**src/shared/hb_ctrl_pkg.sv**
```systemverilog
// Package with constants and carrier types of the half-bridge serial control block
`default_nettype none
package hb_ctrl_pkg;
  // ---------------------------------------------------------------
  // Word layout
  // ---------------------------------------------------------------
  localparam int WORD_W           = 16;
  localparam int CNT_W            = 5;
  localparam int NUM_SW           = 6;
  localparam int BIT_CLEAR        = 0;
  localparam int BIT_SW_LO        = 1;
  localparam int BIT_OC_ENABLE    = 13;
  localparam int BIT_PREWARN      = 0;
  localparam int BIT_SHORT        = 13;
  localparam int BIT_OPEN         = 14;
  localparam int BIT_SUPPLY       = 15;
  localparam logic [15:0] CTRL_RESET     = 16'h2000;
  localparam logic [15:0] TEST_PATTERN_0 = 16'hF800;
  localparam logic [15:0] TEST_PATTERN_1 = 16'hE600;
  localparam logic [15:0] TEST_PATTERN_2 = 16'hE180;
  localparam logic [15:0] TEST_MASK      = 16'hFF80;
  // ---------------------------------------------------------------
  // Timing
  // ---------------------------------------------------------------
  localparam int  CLK_HZ          = 40_000_000;
  localparam int  UV_DELAY_NS     = 10_000;
  localparam int  OPEN_DELAY_NS   = 10_000;
  localparam int  UV_DELAY_CYC    = UV_DELAY_NS / 25;
  localparam int  OPEN_DELAY_CYC  = OPEN_DELAY_NS / 25;
  localparam int  FILT_W          = 16;

  typedef struct packed {
    logic cs_n;
    logic sclk;
    logic sdi;
  } serial_pins_s;

  typedef struct packed {
    logic       prewarn;
    logic       overtemp;
    logic       undervolt;
    logic [5:0] overcurrent;
    logic [5:0] undercurrent;
  } sense_s;
endpackage
`default_nettype wire

```
**src/core/hb_sync2.sv**
```systemverilog
// Two-flop synchroniser for a bus of asynchronous levels
`default_nettype none
module hb_sync2 #(
  parameter int W = 1
) (
  input  wire logic         clk_i,  // System clock
  input  wire logic         rst_i,  // Async reset
  input  wire logic         ce_i,   // Clock enable
  input  wire logic [W-1:0] d_i,    // Async input
  output var  logic [W-1:0] q_o     // Synchronised
);
  typedef struct packed {
    logic [W-1:0] s1;
    logic [W-1:0] s2;
  } st_s;
  st_s st_reg;
  st_s st_next;

  always_comb begin
    st_next = st_reg;
    if (ce_i) begin
      st_next.s1 = d_i;
      st_next.s2 = st_reg.s1;
    end
  end

  always_ff @(posedge clk_i or posedge rst_i) begin
    if (rst_i) begin
      st_reg <= '0;
    end else begin
      st_reg <= st_next;
    end
  end

  assign q_o = st_reg.s2;
endmodule
`default_nettype wire

```
**src/core/hb_delay_filter.sv**
```systemverilog
// Persistence filter: output rises after input held high for DELAY+1 cycles
`default_nettype none
module hb_delay_filter #(
  parameter int DELAY = 400,
  parameter int CW    = 16
) (
  input  wire logic clk_i,  // System clock
  input  wire logic rst_i,  // Async reset
  input  wire logic ce_i,   // Clock enable
  input  wire logic d_i,    // Synchronised condition
  output var  logic q_o     // Condition held long enough
);
  typedef struct packed {
    logic [CW-1:0] cnt;
    logic          hit;
  } st_s;
  st_s st_reg;
  st_s st_next;

  always_comb begin
    st_next = st_reg;
    if (ce_i) begin
      if (!d_i) begin
        st_next.cnt = '0;
        st_next.hit = 1'b0;
      end else if (st_reg.cnt >= CW'(DELAY)) begin
        st_next.hit = 1'b1;
      end else begin
        st_next.cnt = st_reg.cnt + 1'b1;
      end
    end
  end

  always_ff @(posedge clk_i or posedge rst_i) begin
    if (rst_i) begin
      st_reg <= '0;
    end else begin
      st_reg <= st_next;
    end
  end

  assign q_o = st_reg.hit;
endmodule
`default_nettype wire

```
**src/core/halfbridge_serial_control.sv**
```systemverilog
// Serial control and status logic of a triple half-bridge driver
//
// Contract
// - Transfer starts on chip select falling.
// - Serial input sampled on serial clock falling.
// - Control word applied only at chip select rise.
// - Serial output tristate while chip select high.
// - Serial output changes on serial clock rise.
// - Status shifted LSB first, prewarning first.
// - Status clear bit clears sticky fault flags.
// - Bits one to six turn switches on.
// - Bit thirteen enables overcurrent shutdown.
// - Status bit zero is thermal prewarning.
// - Status bits one-six show switch states.
// - Status bit thirteen flags short trip.
// - Status bit fourteen flags open load.
// - Status bit fifteen flags supply undervoltage.
// - Reset control word has only bit thirteen.
// - Persistent undervoltage sets flag, disables outputs.
// - Outputs return at once on supply recovery.
// - Supply flag stays until status clear.
// - Persistent low on-current sets open-load flag.
// - Inhibit low turns off, clears, resets.
// - Overtemperature disables outputs until cool and clear.
// - Short flag set regardless; clear re-enables tripped.
`default_nettype none
module halfbridge_serial_control
  import hb_ctrl_pkg::*;
#(
  parameter int UV_DELAY   = UV_DELAY_CYC,
  parameter int OPEN_DELAY = OPEN_DELAY_CYC
) (
  input  wire logic              SYS_CLK_I,        // 40 MHz system clock
  input  wire logic              RST_I,            // Async power-on reset, high
  input  wire logic              CE_I,             // Clock enable
  input  wire logic              CS_N_I,           // Chip select, active low
  input  wire logic              SCLK_I,           // Serial clock pin
  input  wire logic              SERIAL_IN_I,      // Serial data in
  input  wire logic              STANDBY_INHIBIT_N_I, // Low = standby
  input  wire logic              PREWARN_I,        // Thermal prewarning sense
  input  wire logic              OVERTEMP_I,       // Thermal shutdown sense
  input  wire logic              UNDERVOLT_I,      // Power stage supply low
  input  wire logic [NUM_SW-1:0] OVERCURRENT_I,    // Per-switch overcurrent
  input  wire logic [NUM_SW-1:0] UNDERCURRENT_I,   // Per-switch current below open-load
  output var  logic              SERIAL_OUT_O,     // Serial data out
  output var  logic              SERIAL_OUT_OE_O,  // Serial out enable
  output var  logic [NUM_SW-1:0] SWITCH_ON_O,      // Switch gate enables
  output var  logic              BRIDGE_HIZ_O,     // All switches high impedance
  output var  logic              TEST_MODE_O       // Test pattern executed
);
  // ---------------------------------------------------------------
  // Input synchronisation
  // ---------------------------------------------------------------
  localparam int NSYNC = 3 + 1 + 3 + 2 * NUM_SW;
  logic [NSYNC-1:0] raw_w;
  logic [NSYNC-1:0] syn_w;
  serial_pins_s     pins_w;
  sense_s           sense_w;
  logic             inh_n_w;
  logic             uv_long_w;
  logic             open_long_w;

  // Select enters inverted so a cleared synchroniser reads deselected, no false fall after reset
  assign raw_w = {~CS_N_I, SCLK_I, SERIAL_IN_I, STANDBY_INHIBIT_N_I, PREWARN_I, OVERTEMP_I,
                  UNDERVOLT_I, OVERCURRENT_I, UNDERCURRENT_I};

  hb_sync2 #(.W(NSYNC)) u_sync (
    .clk_i (SYS_CLK_I),
    .rst_i (RST_I),
    .ce_i  (CE_I),
    .d_i   (raw_w),
    .q_o   (syn_w)
  );

  assign pins_w  = syn_w[NSYNC-1 -: 3] ^ 3'h4;
  assign inh_n_w = syn_w[NSYNC-4];
  assign sense_w = syn_w[NSYNC-5:0];

  // ---------------------------------------------------------------
  // Fault persistence
  // ---------------------------------------------------------------
  hb_delay_filter #(.DELAY(UV_DELAY), .CW(FILT_W)) u_uv_filt (
    .clk_i (SYS_CLK_I),
    .rst_i (RST_I),
    .ce_i  (CE_I),
    .d_i   (sense_w.undervolt),
    .q_o   (uv_long_w)
  );

  hb_delay_filter #(.DELAY(OPEN_DELAY), .CW(FILT_W)) u_open_filt (
    .clk_i (SYS_CLK_I),
    .rst_i (RST_I),
    .ce_i  (CE_I),
    .d_i   (|(sense_w.undercurrent & SWITCH_ON_O)),
    .q_o   (open_long_w)
  );

  // ---------------------------------------------------------------
  // State
  // ---------------------------------------------------------------
  typedef enum logic [0:0] {IDLE, SHIFT} link_e;

  typedef struct packed {
    link_e             link;
    logic              cs_d;
    logic              sclk_d;
    logic [WORD_W-1:0] shift_in;
    logic [WORD_W-1:0] shift_out;
    logic [CNT_W-1:0]  nbits;
    logic [WORD_W-1:0] ctrl;
    logic [NUM_SW-1:0] tripped;
    logic              ot_latched;
    logic              short_flag;
    logic              open_load_flag;
    logic              supply_fail_flag;
    logic              sdo;
    logic              sdo_oe;
    logic [NUM_SW-1:0] sw_on;
    logic              hiz;
    logic              test;
  } state_s;

  state_s st_reg;
  state_s st_next;

  logic              cs_fall_w;
  logic              cs_rise_w;
  logic              sclk_rise_w;
  logic              sclk_fall_w;
  logic [WORD_W-1:0] status_w;
  logic [WORD_W-1:0] word_w;
  logic              clear_w;
  logic [NUM_SW-1:0] trip_w;

  assign cs_fall_w   = st_reg.cs_d && !pins_w.cs_n;
  assign cs_rise_w   = !st_reg.cs_d && pins_w.cs_n;
  assign sclk_rise_w = !st_reg.sclk_d && pins_w.sclk;
  assign sclk_fall_w = st_reg.sclk_d && !pins_w.sclk;

  // Status word snapshot
  always_comb begin
    status_w                     = '0;
    status_w[BIT_PREWARN]        = sense_w.prewarn;
    status_w[BIT_SW_LO +: NUM_SW] = st_reg.sw_on;
    status_w[BIT_SHORT]          = st_reg.short_flag;
    status_w[BIT_OPEN]           = st_reg.open_load_flag;
    status_w[BIT_SUPPLY]         = st_reg.supply_fail_flag;
  end

  // Word as it stands after the last sample, bits fill from the top
  assign word_w  = st_reg.shift_in;
  assign clear_w = cs_rise_w && (st_reg.link == SHIFT) && word_w[BIT_CLEAR];
  assign trip_w  = sense_w.overcurrent & st_reg.sw_on;

  // ---------------------------------------------------------------
  // Next state
  // ---------------------------------------------------------------
  always_comb begin
    st_next = st_reg;
    if (CE_I) begin
      st_next.cs_d   = pins_w.cs_n;
      st_next.sclk_d = pins_w.sclk;

      unique case (st_reg.link)
        IDLE: begin
          if (cs_fall_w) begin
            st_next.link      = SHIFT;
            st_next.nbits     = '0;
            st_next.shift_out = status_w;
            st_next.sdo       = status_w[0];
            st_next.sdo_oe    = 1'b1;
          end
        end
        SHIFT: begin
          if (cs_rise_w) begin
            st_next.link   = IDLE;
            st_next.sdo_oe = 1'b0;
            if (st_reg.nbits == CNT_W'(WORD_W)) begin
              st_next.ctrl = word_w;
              st_next.test = ((word_w & TEST_MASK) == TEST_PATTERN_0) ||
                             ((word_w & TEST_MASK) == TEST_PATTERN_1) ||
                             ((word_w & TEST_MASK) == TEST_PATTERN_2);
            end
          end else begin
            if (sclk_fall_w) begin
              st_next.shift_in = {pins_w.sdi, st_reg.shift_in[WORD_W-1:1]};
              if (st_reg.nbits != CNT_W'(WORD_W)) begin
                st_next.nbits = st_reg.nbits + 1'b1;
              end
            end
            if (sclk_rise_w && st_reg.nbits != '0) begin
              st_next.shift_out = {1'b0, st_reg.shift_out[WORD_W-1:1]};
              st_next.sdo       = st_reg.shift_out[1];
            end
          end
        end
      endcase

      // Sticky flags: set beats clear
      if (clear_w && st_reg.nbits == CNT_W'(WORD_W)) begin
        st_next.short_flag       = 1'b0;
        st_next.open_load_flag   = 1'b0;
        st_next.supply_fail_flag = 1'b0;
        st_next.tripped          = '0;
        if (!sense_w.overtemp) begin
          st_next.ot_latched = 1'b0;
        end
      end
      if (|trip_w) begin
        st_next.short_flag = 1'b1;
        if (st_reg.ctrl[BIT_OC_ENABLE]) begin
          st_next.tripped = st_next.tripped | trip_w;
        end
      end
      if (open_long_w) begin
        st_next.open_load_flag = 1'b1;
      end
      if (uv_long_w) begin
        st_next.supply_fail_flag = 1'b1;
      end
      if (sense_w.overtemp) begin
        st_next.ot_latched = 1'b1;
      end

      // Switch drive
      if (uv_long_w || st_next.ot_latched) begin
        st_next.sw_on = '0;
      end else begin
        st_next.sw_on = st_next.ctrl[BIT_SW_LO +: NUM_SW] & ~st_next.tripped;
      end
      st_next.hiz = 1'b0;

      // Standby overrides everything and holds the block in reset state, but with hiz set
      if (!inh_n_w) begin
        st_next                  = '0;
        st_next.link             = IDLE;
        st_next.cs_d             = 1'b1;
        st_next.ctrl             = CTRL_RESET;
        st_next.hiz              = 1'b1;
      end
    end
  end

  // ---------------------------------------------------------------
  // Registers
  // ---------------------------------------------------------------
  always_ff @(posedge SYS_CLK_I or posedge RST_I) begin
    if (RST_I) begin
      st_reg      <= '0;
      st_reg.link <= IDLE;
      st_reg.cs_d <= 1'b1;
      st_reg.ctrl <= CTRL_RESET;
    end else begin
      st_reg <= st_next;
    end
  end

  assign SERIAL_OUT_O    = st_reg.sdo;
  assign SERIAL_OUT_OE_O = st_reg.sdo_oe;
  assign SWITCH_ON_O     = st_reg.sw_on;
  assign BRIDGE_HIZ_O    = st_reg.hiz;
  assign TEST_MODE_O     = st_reg.test;
endmodule
`default_nettype wire

```
**config.mk**
```make
export PLATFORM = sky130hd
export DESIGN_NAME = halfbridge_serial_control
export DESIGN_NICKNAME = d
export VERILOG_FILES = /design/src/shared/hb_ctrl_pkg.sv /design/src/core/hb_sync2.sv /design/src/core/hb_delay_filter.sv /design/src/core/halfbridge_serial_control.sv
export SDC_FILE = /design/constraint.sdc
export NUM_CORES = 1
export LEC_CHECK = 0
export ABC_AREA = 1
export BUFFER_PORTS_ARGS = -buffer_cell sky130_fd_sc_hd__buf_2
export CELL_PAD_IN_SITES_DETAIL_PLACEMENT = 1
export CELL_PAD_IN_SITES_GLOBAL_PLACEMENT = 1
export CORE_ASPECT_RATIO = 0.8
export CORE_MARGIN = 3
export CORE_UTILIZATION = 46
export DETAILED_ROUTE_END_ITERATION = 10
export GPL_ROUTABILITY_DRIVEN = 0
export GPL_TIMING_DRIVEN = 0
export PLACE_DENSITY = 0.79
export SYNTH_ARGS = -nofsm -noshare
export SYNTH_HDL_FRONTEND = slang
export SYNTH_SLANG_ARGS = --single-unit
```
**constraint.sdc**
```tcl
create_clock -name SYS_CLK_I -period 5.7 [get_ports SYS_CLK_I]
set_clock_uncertainty 0.2 [all_clocks]
set_input_delay 0.285 -clock SYS_CLK_I [delete_from_list [all_inputs] [get_ports SYS_CLK_I]]
set_output_delay 0.285 -clock SYS_CLK_I [all_outputs]
set_load 0.1 [all_outputs]
```
==> results of run 1 <==
[worst max-delay path by stage]
stage / end / slack [ns] / start / cells past startpoint
2_1_floorplan: BRIDGE_HIZ_O / 1.52 / RST_I / 1
3_3_place_gp: u_open_filt.st_reg[15] / -0.009 / RST_I / 2
3_5_place_dp: u_open_filt.st_reg[1] / 3.63 / CE_I / 7
4_1_cts: SWITCH_ON_O[2] / 3.59 / u_sync.q_o[18] / 9
5_1_grt: SWITCH_ON_O[5] / 3.44 / u_sync.q_o[18] / 9
6_report: TEST_MODE_O / 3.57 / u_sync.q_o[18] / 7
[report_power, final]
part           internal, mW  switching [mW]
logic                0.0545           0.151
registers              1.02          0.0299
clock network         0.716           0.447
total                  1.79           0.628
[critical path, cell delays in order (launching register included)]
cell	delay [ns]
sky130_fd_sc_hd__dfrtp_1	0.47
sky130_fd_sc_hd__nor2_2	0.23
sky130_fd_sc_hd__nand2_1	0.25
sky130_fd_sc_hd__nor2_2	0.33
sky130_fd_sc_hd__o21ai_0	0.28
sky130_fd_sc_hd__nor2_1	0.16
sky130_fd_sc_hd__nand2_1	0.07
sky130_fd_sc_hd__nand2_1	0.05
[routing by layer]
layer / share of wire, % / vias to the layer above / track usage, %
met5: 0 / - / 0
met4: 1.5 / 0 / 8.71
met3: 3.6 / 22 / 5.08
met2: 49 / 82 / 40.9
met1: 46 / 2714 / 33.1
li1: - / 2603 / -
[cells in the final DEF (no fill, tap or decap), drive strengths merged, types with 5 or more instances in the layout]
cell,n
a21oi,7
buf,50
clkbuf,30
dfrtp,136
dlygate4sd3,20
ha,6
inv,86
nand2,308
nand3,55
nand4,5
nor2,66
o21ai,67
xor2,8
[final cells by class]
class	count	share of cell area, %
buffer	28	1.91
clock buffer	20	6.06
clock inverter	12	2.17
inverter	84	4.25
multi-input combinational	541	31.8
sequential	138	45.8
tap	175	2.90
timing repair buffer	52	5.08
[repair_timing]
item / in CTS / in global routing
setup buffers: 0 / 0
hold buffers: 20 / 0
endpoints found under the hold margin: 95 / 0
[logic make-up (layout without fill, tap and decap cells)]
logic type / Yosys count / count (layout) / share of synthesized area (%)
AND/OR/NAND/NOR: 442 / 442 / 28.3
flip-flops: 138 / 138 / 54.8
buffers and inverters: 112 / 196 / 7.28
AO/OA/AOI/OAI: 82 / 82 / 7.00
XOR/XNOR: 11 / 11 / 1.53
adder cells (fa/ha/maj): 6 / 6 / 1.19
==> impl_metrics.sql, run 1 <==
INSERT INTO impl_metrics (metric_group, metric, value, unit) VALUES
('synth', 'postSynth.topFlopCell', 'sky130_fd_sc_hd__dfrtp_1', ''),
('global_route', 'grt_pass1_wl', '29800', 'um'),
('timing', 'fin_hold_ws', '0.200', 'ns'),
('cells_and_area', 'layout-area-overhead-vs-synth', '19.4', '%'),
('setup_path', 'timing_worst_setup_path_type', 'flip-flop to flip-flop', ''),
('placed_design', 'dpl.hpwl', '11700', 'um'),
('timing', 'tightest_slew', '0.733', 'ns'),
('floorplanning', 'initial_core_util', '48.0', '%'),
('placed_design', 'dpl.cell_count', '998', ''),
('placed_design', 'dp_worst_setup_slack', '3.63', 'ns'),
('timing', 'timing.fmax', '469', 'MHz'),
('flow_run', 'maxCapViolations', '0', ''),
('setup_path', 'crit_arrival', '2.29', 'ns'),
('route', 'detail-route-antenna-nets', '0', ''),
('floorplanning', 'floorplan.die_area', '15200', 'um2'),
('synth', 'most_frequent_cell_after_synthesis', 'sky130_fd_sc_hd__nand2_1', ''),
('clocking', 'cts-buffers-inserted', '17', ''),
('floorplanning', 'fp.coreArea', '13100', 'um2'),
('cells_and_area', 'final_net_count', '890', ''),
('synth', 'synth.yosys.warnings', '0', ''),
('floorplanning', 'die_height', '111', 'um'),
('setup_path', 'startpoint_type', 'flip-flop', ''),
('global_route', 'grt_util_all_layers', '25.0', '%'),
('global_route', 'globalRoute.totalOverflow', '0', ''),
('placed_design', 'placement.io_buffers', '31', ''),
('timing', 'fin_setup_tns', '0', 'ns'),
('power_and_ir_drop', 'fin_total_pwr', '2.42', 'mW'),
('clocking', 'cts_tree', 'done', ''),
('global_route', 'maximum_number_of_pins_on_one_net_before_global_route_repair', '80', ''),
('run_status', 'outcome', 'finished clean', ''),
('synth', 'synth.net_count', '819', ''),
('power_and_ir_drop', 'leakagePower', '3.76', 'nW'),
('synth', 'seq_area_frac_synth', '54.8', '%'),
('route', 'detail_route.wirelength', '17500', 'um'),
('power_and_ir_drop', 'vdd_drop_max', '0.224', 'mV'),
('timing', 'timing.final.max_slew_violations', '0', ''),
('synth', 'ys_seq_elements', '138', ''),
('min_path', 'hold_end', 'u_uv_filt.st_reg[10]', ''),
('clocking', 'cts.reportedPaths.clkPinSlew', '0.07', 'ns'),
('timing', 'layout_setup_ws', '3.57', 'ns'),
('synth', 'synth_enable_flop_cells', '0', ''),
('setup_path', 'critPathRequiredTime', '5.86', 'ns'),
('route', 'drc', '0', ''),
('setup_path', 'timing.reg2reg.worst_path_depth', '7', ''),
('setup_path', 'end_kind', 'flip-flop', ''),
('setup_path', 'critical_path.reg2reg.endpoint', 'TEST_MODE_O', ''),
('cells_and_area', 'fin_util', '57.3', '%'),
('clocking', 'clock_sink_count', '138', ''),
('setup_path', 'worst-path-max-fanout', '9', ''),
('cells_and_area', 'final_layout_size_suffix_gt1_share', '10.6', '%'),
('synth', 'synthesis.area_per_instance', '7.98', 'um2'),
('synth', 'synth_top_cell_area_share', '53.9', '%'),
('route', 'detail_route.wl_per_cell', '16.6', 'um'),
('synth', 'yosysUniqueCellTypes', '32', ''),
('synth', 'netlist_area', '6310', 'um2'),
('cells_and_area', 'layout.cells.non_filler', '1050', ''),
('power_and_ir_drop', 'total_power_divided_by_cell_area', '321', 'nW/um2'),
('timing', 'final.period_utilization', '37.4', '%'),
('synth', 'ys_top_cells_by_area', 'sky130_fd_sc_hd__dfrtp_1, sky130_fd_sc_hd__nand2_1, sky130_fd_sc_hd__o21ai_0, sky130_fd_sc_hd__inv_1, sky130_fd_sc_hd__nand3_1', ''),
('route', 'initialDrtViolationCount', '265', ''),
('floorplanning', 'io_pins', '32', ''),
('cells_and_area', 'layout.filler_cells', '1624', ''),
('floorplanning', 'die_w', '137', 'um'),
('cells_and_area', 'flip_flop_count_of_the_largest_register_after_layout', '41', ''),
('min_path', 'timing.hold.worst.class', 'primary input to flip-flop', ''),
('timing', 'setup_violators_final', '0', ''),
('clocking', 'post_cts_resized', '0', ''),
('clocking', 'htree_num_levels', '4', ''),
('clocking', 'clockBufferDepth', '2', ''),
('timing', 'period_needed', '2.13', 'ns'),
('route', 'first_pass_detailed_route_iteration_total', '4', '');
No activity file was read; power rests on OpenSTA's default activity.
==> run 2: changes to the inputs <==
--- a/config.mk
+++ b/config.mk
@@ -5,17 +5,17 @@
 export SDC_FILE = /design/constraint.sdc
 export NUM_CORES = 1
 export LEC_CHECK = 0
-export ABC_AREA = 1
+export ABC_AREA = 0
 export BUFFER_PORTS_ARGS = -buffer_cell sky130_fd_sc_hd__buf_2
 export CELL_PAD_IN_SITES_DETAIL_PLACEMENT = 1
 export CELL_PAD_IN_SITES_GLOBAL_PLACEMENT = 1
 export CORE_ASPECT_RATIO = 0.8
 export CORE_MARGIN = 3
-export CORE_UTILIZATION = 46
+export CORE_UTILIZATION = 45
 export DETAILED_ROUTE_END_ITERATION = 10
 export GPL_ROUTABILITY_DRIVEN = 0
 export GPL_TIMING_DRIVEN = 0
-export PLACE_DENSITY = 0.79
+export PLACE_DENSITY = 0.76
 export SYNTH_ARGS = -nofsm -noshare
 export SYNTH_HDL_FRONTEND = slang
 export SYNTH_SLANG_ARGS = --single-unit
==> constraint.sdc (replaced) <==
create_clock -name SYS_CLK_I -period 1.81 [get_ports SYS_CLK_I]
set_clock_uncertainty 0.2 [all_clocks]
set_input_delay 0.0905 -clock SYS_CLK_I [delete_from_list [all_inputs] [get_ports SYS_CLK_I]]
set_output_delay 0.0905 -clock SYS_CLK_I [all_outputs]
set_load 0.1 [all_outputs]
==> run 2 against run 1 <==
Compared with the run above: the run now ends with negative setup slack left; synthesized area fell by 2.4%; count of clock-buffer cells in the layout down 2; final area is 9.5% higher; non-clock buffer count rose by 32; global-route usage fell by 0.53 points; first-iteration DRC count grew 29%.
==> impl_metrics.sql, run 2 <==
INSERT INTO impl_metrics (metric_group, metric, value, unit) VALUES
('run_status', 'outcome', 'complete, but fails checks', ''),
('run_status', 'failing_checks', 'negative setup slack', ''),
('flow_run', 'maxCapViolations', '0', ''),
('timing', 'timing.fmax', '448', 'MHz'),
('global_route', 'globalRoute.totalOverflow', '0', ''),
('clocking', 'cts.reportedPaths.clkPinSlew', '0.07', 'ns'),
('timing', 'period_needed', '2.23', 'ns'),
('synth', 'ys_seq_elements', '138', ''),
('timing', 'layout_setup_ws', '-0.421', 'ns'),
('floorplanning', 'fp.coreArea', '13100', 'um2'),
('power_and_ir_drop', 'power.internal', '5.71', 'mW'),
('setup_path', 'crit_path_top_delay_cell', 'sky130_fd_sc_hd__or4_4', ''),
('placed_design', 'placement.io_buffers', '31', ''),
('route', 'detail_route.wl_per_cell', '22.0', 'um'),
('cells_and_area', 'final_layout_size_suffix_gt1_share', '39.4', '%'),
('synth', 'synth.largest_area_cell', 'sky130_fd_sc_hd__dfrtp_1', ''),
('power_and_ir_drop', 'p_sw', '2.37', 'mW'),
('power_and_ir_drop', 'combPwrFrac', '14.1', '%'),
('route', 'initialDrtViolationCount', '342', ''),
('cells_and_area', 'flip_flop_count_of_the_largest_register_after_layout', '41', ''),
('global_route', 'grt_pass1_wl', '28400', 'um'),
('timing', 'timing_hold_violations_final', '0', ''),
('setup_path', 'r2r_slack', '-0.42', 'ns'),
('floorplanning', 'die_w', '137', 'um'),
('power_and_ir_drop', 'power_switching_share', '29.3', '%'),
('power_and_ir_drop', 'power_frac_seq', '42.5', '%'),
('route', 'detail_route.wirelength', '18100', 'um'),
('timing', 'timing.final.max_slew_violations', '0', ''),
('setup_path', 'end_kind', 'flip-flop', ''),
('setup_path', 'critical_path.endpoint', 'u_open_filt.st_reg[8]', ''),
('synth', 'yosysUniqueCellTypes', '57', ''),
('synth', 'synth_top_cells_by_count', 'sky130_fd_sc_hd__dfrtp_1, sky130_fd_sc_hd__mux2_2, sky130_fd_sc_hd__inv_1, sky130_fd_sc_hd__nand2_1, sky130_fd_sc_hd__mux2i_1', ''),
('route', 'drc', '0', ''),
('cells_and_area', 'final_net_count', '665', ''),
('timing', 'setup_repair_after_global_routing_missed_its_margin', 'yes', ''),
('clocking', 'clock_sink_count', '138', ''),
('setup_path', 'critical_path.reg2reg.startpoint', 'u_open_filt.st_reg[14]', ''),
('floorplanning', 'initial_core_util', '47.0', '%'),
('cells_and_area', 'layout.cells.most_common', 'sky130_fd_sc_hd__dfrtp_1', ''),
('synth', 'synth.yosys.warnings', '0', ''),
('clocking', 'cts_tree', 'done', ''),
('placed_design', 'dp_worst_setup_slack', '-0.754', 'ns'),
('setup_path', 'critical_path_cell_count', '4', ''),
('timing', 'slew_headroom', '29.3', '%'),
('synth', 'seq_area_frac_synth', '56.1', '%'),
('clocking', 'htree_num_levels', '4', ''),
('setup_path', 'critical_path_buf_inv_count', '0', ''),
('timing', 'setup_violators_final', '70', ''),
('synth', 'synth_cells', '533', ''),
('timing', 'fin_setup_tns', '-12.37', 'ns'),
('cells_and_area', 'layout_common_cells', 'sky130_fd_sc_hd__dfrtp_1, sky130_fd_sc_hd__mux2_2, sky130_fd_sc_hd__nand2_1', ''),
('global_route', 'grt_util_all_layers', '24.5', '%'),
('route', 'post_drt_via_cell_ratio', '5.74', ''),
('global_route', 'maximum_number_of_pins_on_one_net_before_global_route_repair', '38', ''),
('clocking', 'cts-buffers-inserted', '17', ''),
('power_and_ir_drop', 'leakagePower', '3.70', 'nW'),
('setup_path', 'critPathMostFrequentCell', 'sky130_fd_sc_hd__or4_4', ''),
('placed_design', 'dpl.hpwl', '10300', 'um'),
('clocking', 'clkLatencyLatePin', '0.43', 'ns'),
('global_route', 'via_count_of_the_first_global_routing_pass', '5175', ''),
('power_and_ir_drop', 'vdd_drop_max', '0.799', 'mV'),
('placed_design', 'dpl.cell_count', '743', ''),
('synth', 'postSynth.topFlopCell', 'sky130_fd_sc_hd__dfrtp_1', ''),
('cells_and_area', 'antenna_cells', '0', ''),
('timing', 'tightest_slew', '1.06', 'ns'),
('timing', 'fin_hold_ws', '0.0353', 'ns'),
('route', 'dr_total_vias', '4737', ''),
('timing', 'final.period_utilization', '123', '%'),
('setup_path', 'timing.reg2reg.worst_path_depth', '4', ''),
('setup_path', 'crit_family', 'simple AND/OR/NAND/NOR gates', ''),
('floorplanning', 'floorplan.die_area', '15100', 'um2'),
('synth', 'synth_top_cell_area_share', '55.3', '%'),
('global_route', 'antenna_found_initial', '0', ''),
('power_and_ir_drop', 'clkPwrFrac', '43.4', '%'),
('synth', 'synthesis.area_per_instance', '11.6', 'um2'),
('clocking', 'clock_tree_root_buffer_cell', 'sky130_fd_sc_hd__clkbuf_16', ''),
('setup_path', 'timing.critical_path.from', 'u_open_filt.st_reg[14]', ''),
('synth', 'synth.net_count', '561', ''),
('route', 'detail-route-antenna-nets', '0', ''),
('synth', 'netlist_area', '6160', 'um2'),
('setup_path', 'critPathRequiredTime', '1.97', 'ns'),
('setup_path', 'worst-path-max-fanout', '5', ''),
('synth', 'most_frequent_cell_after_synthesis', 'sky130_fd_sc_hd__dfrtp_1', ''),
('setup_path', 'crit_arrival', '2.39', 'ns'),
('floorplanning', 'die_height', '111', 'um'),
('min_path', 'timing.hold.worst.class', 'primary input to asynchronous set/reset pin', ''),
('cells_and_area', 'layout.cells.non_filler', '825', ''),
('synth', 'asyncSetResetFlopFracSynth', '100', '%'),
('setup_path', 'timing_worst_setup_path_type', 'flip-flop to flip-flop', ''),
('clocking', 'clockBufferDepth', '2', ''),
('synth', 'ys_top_cells_by_area', 'sky130_fd_sc_hd__dfrtp_1, sky130_fd_sc_hd__mux2_2, sky130_fd_sc_hd__mux2i_1, sky130_fd_sc_hd__inv_1, sky130_fd_sc_hd__nand2_1', ''),
('floorplanning', 'num_rows', '37', ''),
('setup_path', 'slowest_delay', '0.54', 'ns'),
('power_and_ir_drop', 'total_power_divided_by_cell_area', '980', 'nW/um2'),
('setup_path', 'critical_path.reg2reg.endpoint', 'u_open_filt.st_reg[8]', ''),
('setup_path', 'worstPathCellList', 'or4_4 -> or4_4 -> or3_4 -> a21oi_2', ''),
('setup_path', 'startpoint_type', 'flip-flop', ''),
('floorplanning', 'io_pins', '32', ''),
('synth', 'synth_enable_flop_cells', '0', ''),
('cells_and_area', 'layout-area-overhead-vs-synth', '34.0', '%'),
('route', 'first_pass_detailed_route_iteration_total', '6', '');
==> run 2: kinds of logic after synthesis <==
| family | count (synthesis) | share of synthesized area, % |
|---|---|---|
| flops | 138 | 56.1 |
| compound gates | 99 | 11.5 |
| simple gates | 140 | 12.3 |
| fa+ha+maj | 7 | 1.38 |
| xor+xnor | 3 | 0.427 |
| buf+inv | 68 | 4.57 |
| mux | 78 | 13.7 |
==> run 2: worst reg2reg max path, delay by kind of cell (launching register included) <==
family,cells,cell delay [ns]
simple gates,3,1.42
flops,1,0.40
compound gates,1,0.14
==> run 2: final cells by class <==
type,count,area (um2)
Buffer,26,174
Clock buffer,18,439
Clock inverter,14,149
Fill cell,1305,4850
Inverter,40,158
Multi-Input combinational cell,328,2920
Sequential cell,138,3460
Tap cell,175,219
Timing Repair Buffer,86,739
==> run 2: how the worst min path moves through the flow <==
stage,to,slack (ns),cells past startpoint
floorplan,u_sync.st_reg[37],-0.02,1
global placement,u_sync.st_reg[37],0.1,2
detailed placement,u_uv_filt.st_reg[7],-0.06,2
CTS,u_sync.st_reg[28],0.03,3
global route,u_uv_filt.st_reg[5],0.07,3
finish,u_uv_filt.st_reg[7],0.04,3
==> run 2: routing by layer <==
metal / part of all wire [%] / track usage [%] / vias up
met5: 0 / 0 / -
met4: 1.7 / 7.85 / 0
met2: 51 / 39.7 / 107
li1: - / - / 2133
met1: 43 / 32.8 / 2468
met3: 4.0 / 5.46 / 29
==> run 2: through the flow <==
step	utilization, %	power, mW	cell area, um2
after floorplan	-	4.04	6230
after global placement	50.4	4.24	6610
after detailed placement	51.0	4.31	6690
after CTS	59.9	7.92	7840
after global routing	63.0	8.40	8250
final	63.0	8.09	8250
==> run 2: power groups by stage <==
stage	sequential [mW]	clock [mW]	combinational, mW
6_report	3.44	3.51	1.14
5_1_grt	3.46	3.71	1.23
4_1_cts	3.42	3.55	0.957
3_5_place_dp	3.46	0	0.852
3_3_place_gp	3.45	0	0.795
2_1_floorplan	3.52	0	0.524
==> run 2: timing repair <==
| item | in CTS | in global routing |
|---|---|---|
| buffers inserted | 17 | 10 |
| hold endpoints to repair | 65 | 0 |
| cloned | 1 | 3 |
| endpoints found under the setup margin | 100 | 93 |
| pin swaps | 22 | 35 |
| resized for setup | 65 | 78 |
| hold buffers | 21 | 0 |
==> run 3: changes to the inputs <==
--- a/config.mk
+++ b/config.mk
@@ -11,11 +11,12 @@
 export CELL_PAD_IN_SITES_GLOBAL_PLACEMENT = 1
 export CORE_ASPECT_RATIO = 0.8
 export CORE_MARGIN = 3
-export CORE_UTILIZATION = 45
+export CORE_UTILIZATION = 46
+export CTS_BUF_LIST = sky130_fd_sc_hd__clkbuf_8
 export DETAILED_ROUTE_END_ITERATION = 10
 export GPL_ROUTABILITY_DRIVEN = 0
 export GPL_TIMING_DRIVEN = 0
-export PLACE_DENSITY = 0.76
+export PLACE_DENSITY = 0.77
 export SYNTH_ARGS = -nofsm -noshare
 export SYNTH_HDL_FRONTEND = slang
 export SYNTH_SLANG_ARGS = --single-unit
==> run 3 against run 2 <==
Compared with the run above: fmax increased by 3.3%; critical path depth increased by 3; sequential cell count unchanged; global-route usage increased by 0.19 points; core utilization decreased by 0.58 points; critical path type unchanged; the flow still finishes with violations (negative setup slack); via count increased by 2.3%; sequential share of layout area increased by 0.83 points; die area decreased by 2.1%; hold slack improved by 0.063 ns; final area decreased by 2.0%.
==> impl_metrics.sql, run 3 (same netlist as run 2, synthesis figures left out) <==
INSERT INTO impl_metrics (metric_group, metric, value, unit) VALUES
('timing', 'setup_repair_after_global_routing_missed_its_margin', 'yes', ''),
('global_route', 'grt_pass1_wl', '28100', 'um'),
('min_path', 'hold_start', 'CE_I', ''),
('placed_design', 'dp_worst_setup_slack', '-0.724', 'ns'),
('clocking', 'cts.reportedPaths.clkPinSlew', '0.07', 'ns'),
('setup_path', 'r2r_slack', '-0.35', 'ns'),
('floorplanning', 'fp.coreArea', '13000', 'um2'),
('clocking', 'clkLatencyLatePin', '0.44', 'ns'),
('clocking', 'cts-buffers-inserted', '17', ''),
('global_route', 'grt_util_all_layers', '24.7', '%'),
('floorplanning', 'die_height', '109', 'um'),
('global_route', 'use_met3', '4.62', '%'),
('cells_and_area', 'layout.filler_cells', '1317', ''),
('floorplanning', 'initial_core_util', '47.5', '%'),
('floorplanning', 'io_pins', '32', ''),
('timing', 'period_needed', '2.16', 'ns'),
('global_route', 'grt_util_met2', '42.4', '%'),
('global_route', 'globalRoute.totalOverflow', '0', ''),
('timing', 'slew_headroom', '49.0', '%'),
('run_status', 'outcome', 'complete, but fails checks', ''),
('setup_path', 'critical_path.reg2reg.startpoint', 'st_reg[37]', ''),
('power_and_ir_drop', 'total_power_divided_by_cell_area', '878', 'nW/um2'),
('route', 'first_pass_detailed_route_iteration_total', '5', ''),
('global_route', 'via_count_of_the_first_global_routing_pass', '5160', ''),
('timing', 'fin_hold_ws', '0.0980', 'ns'),
('timing', 'fin_setup_tns', '-13.32', 'ns'),
('cells_and_area', 'final_layout_size_suffix_gt1_share', '38.3', '%'),
('timing', 'final.period_utilization', '119', '%'),
('timing', 'layout_setup_ws', '-0.350', 'ns'),
('cells_and_area', 'layout.cells.most_common', 'sky130_fd_sc_hd__dfrtp_1', ''),
('setup_path', 'timing.reg2reg.worst_path_depth', '7', ''),
('setup_path', 'crit_path_top_delay_cell', 'sky130_fd_sc_hd__dfrtp_1', ''),
('placed_design', 'dpl.cell_count', '742', ''),
('setup_path', 'slowest_delay', '0.39', 'ns'),
('cells_and_area', 'fin_util', '62.4', '%'),
('min_path', 'timing.hold.worst.class', 'primary input to flip-flop', ''),
('cells_and_area', 'final_net_count', '678', ''),
('cells_and_area', 'flip_flop_count_of_the_largest_register_after_layout', '41', ''),
('run_status', 'failing_checks', 'negative setup slack', ''),
('route', 'drc', '0', ''),
('cells_and_area', 'layout_common_cells', 'sky130_fd_sc_hd__dfrtp_1, sky130_fd_sc_hd__buf_4, sky130_fd_sc_hd__mux2_2', ''),
('power_and_ir_drop', 'leakagePower', '3.68', 'nW'),
('timing', 'timing.final.max_slew_violations', '0', ''),
('setup_path', 'worst-path-max-fanout', '6', ''),
('placed_design', 'placement.io_buffers', '31', ''),
('setup_path', 'crit_arrival', '2.30', 'ns'),
('power_and_ir_drop', 'fin_total_pwr', '7.10', 'mW'),
('global_route', 'globalRoute.busiestLayer', 'met2', ''),
('clocking', 'htree_num_levels', '4', ''),
('setup_path', 'end_kind', 'flip-flop', ''),
('clocking', 'clock_sink_count', '138', ''),
('route', 'detail_route.wirelength', '18300', 'um'),
('route', 'post_drt_via_cell_ratio', '5.80', ''),
('setup_path', 'timing_worst_setup_path_type', 'flip-flop to flip-flop', ''),
('floorplanning', 'die_w', '135', 'um'),
('floorplanning', 'floorplan.die_area', '14800', 'um2'),
('min_path', 'min_delay_path_depth', '5', ''),
('flow_run', 'maxCapViolations', '0', ''),
('route', 'dr_total_vias', '4846', ''),
('timing', 'setup_violators_final', '61', ''),
('floorplanning', 'num_rows', '37', ''),
('setup_path', 'worstPathCellList', 'inv_1 -> ha_2 -> and4bb_2 -> nand4_1 -> buf_6 -> a211o_4 -> o41ai_4', ''),
('power_and_ir_drop', 'vdd_drop_max', '0.543', 'mV'),
('timing', 'timing.fmax', '463', 'MHz'),
('cells_and_area', 'layout.cells.non_filler', '836', ''),
('timing', 'tightest_slew', '0.762', 'ns'),
('clocking', 'cts_tree', 'done', ''),
('global_route', 'antenna_found_initial', '0', ''),
('timing', 'timing_hold_violations_final', '0', ''),
('setup_path', 'critical_path.reg2reg.endpoint', 'SWITCH_ON_O[5]', ''),
('cells_and_area', 'layout-area-overhead-vs-synth', '31.4', '%'),
('clocking', 'clockBufferDepth', '2', ''),
('route', 'detail_route.wl_per_cell', '21.9', 'um'),
('clocking', 'clock_tree_root_buffer_cell', 'sky130_fd_sc_hd__clkbuf_8', ''),
('setup_path', 'startpoint_type', 'flip-flop', ''),
('placed_design', 'dpl.hpwl', '10600', 'um'),
('placed_design', 'dpl-instance-area', '6670', 'um2'),
('setup_path', 'critPathRequiredTime', '1.95', 'ns'),
('route', 'initialDrtViolationCount', '302', ''),
('global_route', 'maximum_number_of_pins_on_one_net_before_global_route_repair', '44', ''),
('global_route', 'globalRouteMet1Util', '31.9', '%'),
('min_path', 'hold_end', 'st_reg[39]', ''),
('route', 'detail-route-antenna-nets', '0', ''),
('cells_and_area', 'antenna_cells', '0', ''),
('cells_and_area', 'final_cell_area_excluding_filler_cells', '8090', 'um2');
run 3: cell types whose count changed in the layout (fill, tap and decap cells not counted), sizes merged:
| cell | previous run | this run |
|---|---|---|
| clkbuf | 35 | 33 |
| clkinvlp | 4 | 5 |
| clkinv | 3 | 5 |
| buf | 74 | 88 |
| inv | 46 | 39 |
| o21ai | 21 | 22 |
| bufinv | 1 | 3 |
run 3: area by class of cell:
class	instances	area, um2	area share (%)
inverter	40	158	1.95
buffer	26	171	2.12
timing repair buffer	98	797	9.85
sequential	138	3460	42.8
clock buffer	18	248	3.06
clock inverter	12	153	1.89
multi-input combinational	329	2890	35.7
tap	175	219	2.71
run 3: worst max-delay path, delay by kind of cell, from the launching register on:
kind / cells / cell delay (ns)
flops: 1 / 0.39
simple gates: 2 / 0.41
compound gates: 2 / 0.67
buf+inv: 2 / 0.23
fa+ha+maj: 1 / 0.16
run 3: layer usage:
metal	vias up	part of all wire [%]
met5	-	0
met4	0	2.1
met3	33	3.9
met2	132	51
met1	2540	43
li1	2141	-
run 3: how the worst max path moves through the flow:
stage / start / endpoint / slack [ns] / cells past startpoint
detailed placement: CE_I / st_reg[74] / -0.72 / 6
finish: st_reg[37] / SWITCH_ON_O[5] / -0.35 / 7
global placement: RST_I / st_reg[49] / -1.0 / 2
CTS: u_open_filt.st_reg[14] / u_open_filt.st_reg[8] / -0.37 / 5
floorplan: st_reg[36] / st_reg[38] / -0.32 / 7
global route: st_reg[36] / SWITCH_ON_O[5] / -0.42 / 7
run 3: timing repair:
action                                  4_1_cts  5_1_grt
gates resized for setup                      72       55
endpoints found under the setup margin       97       93
setup buffers                                30       14
cloned                                        1        1
hold endpoints to repair                    155        0
pin swaps                                    27       21
hold buffers                                 21        0
run 3: power breakdown:
group	internal (mW)	leakage (nW)	total (mW)	switching, mW
Sequential	3.25	1.82	3.43	0.175
Combinational	0.427	1.66	1.07	0.648
Clock	1.38	0.198	2.60	1.22
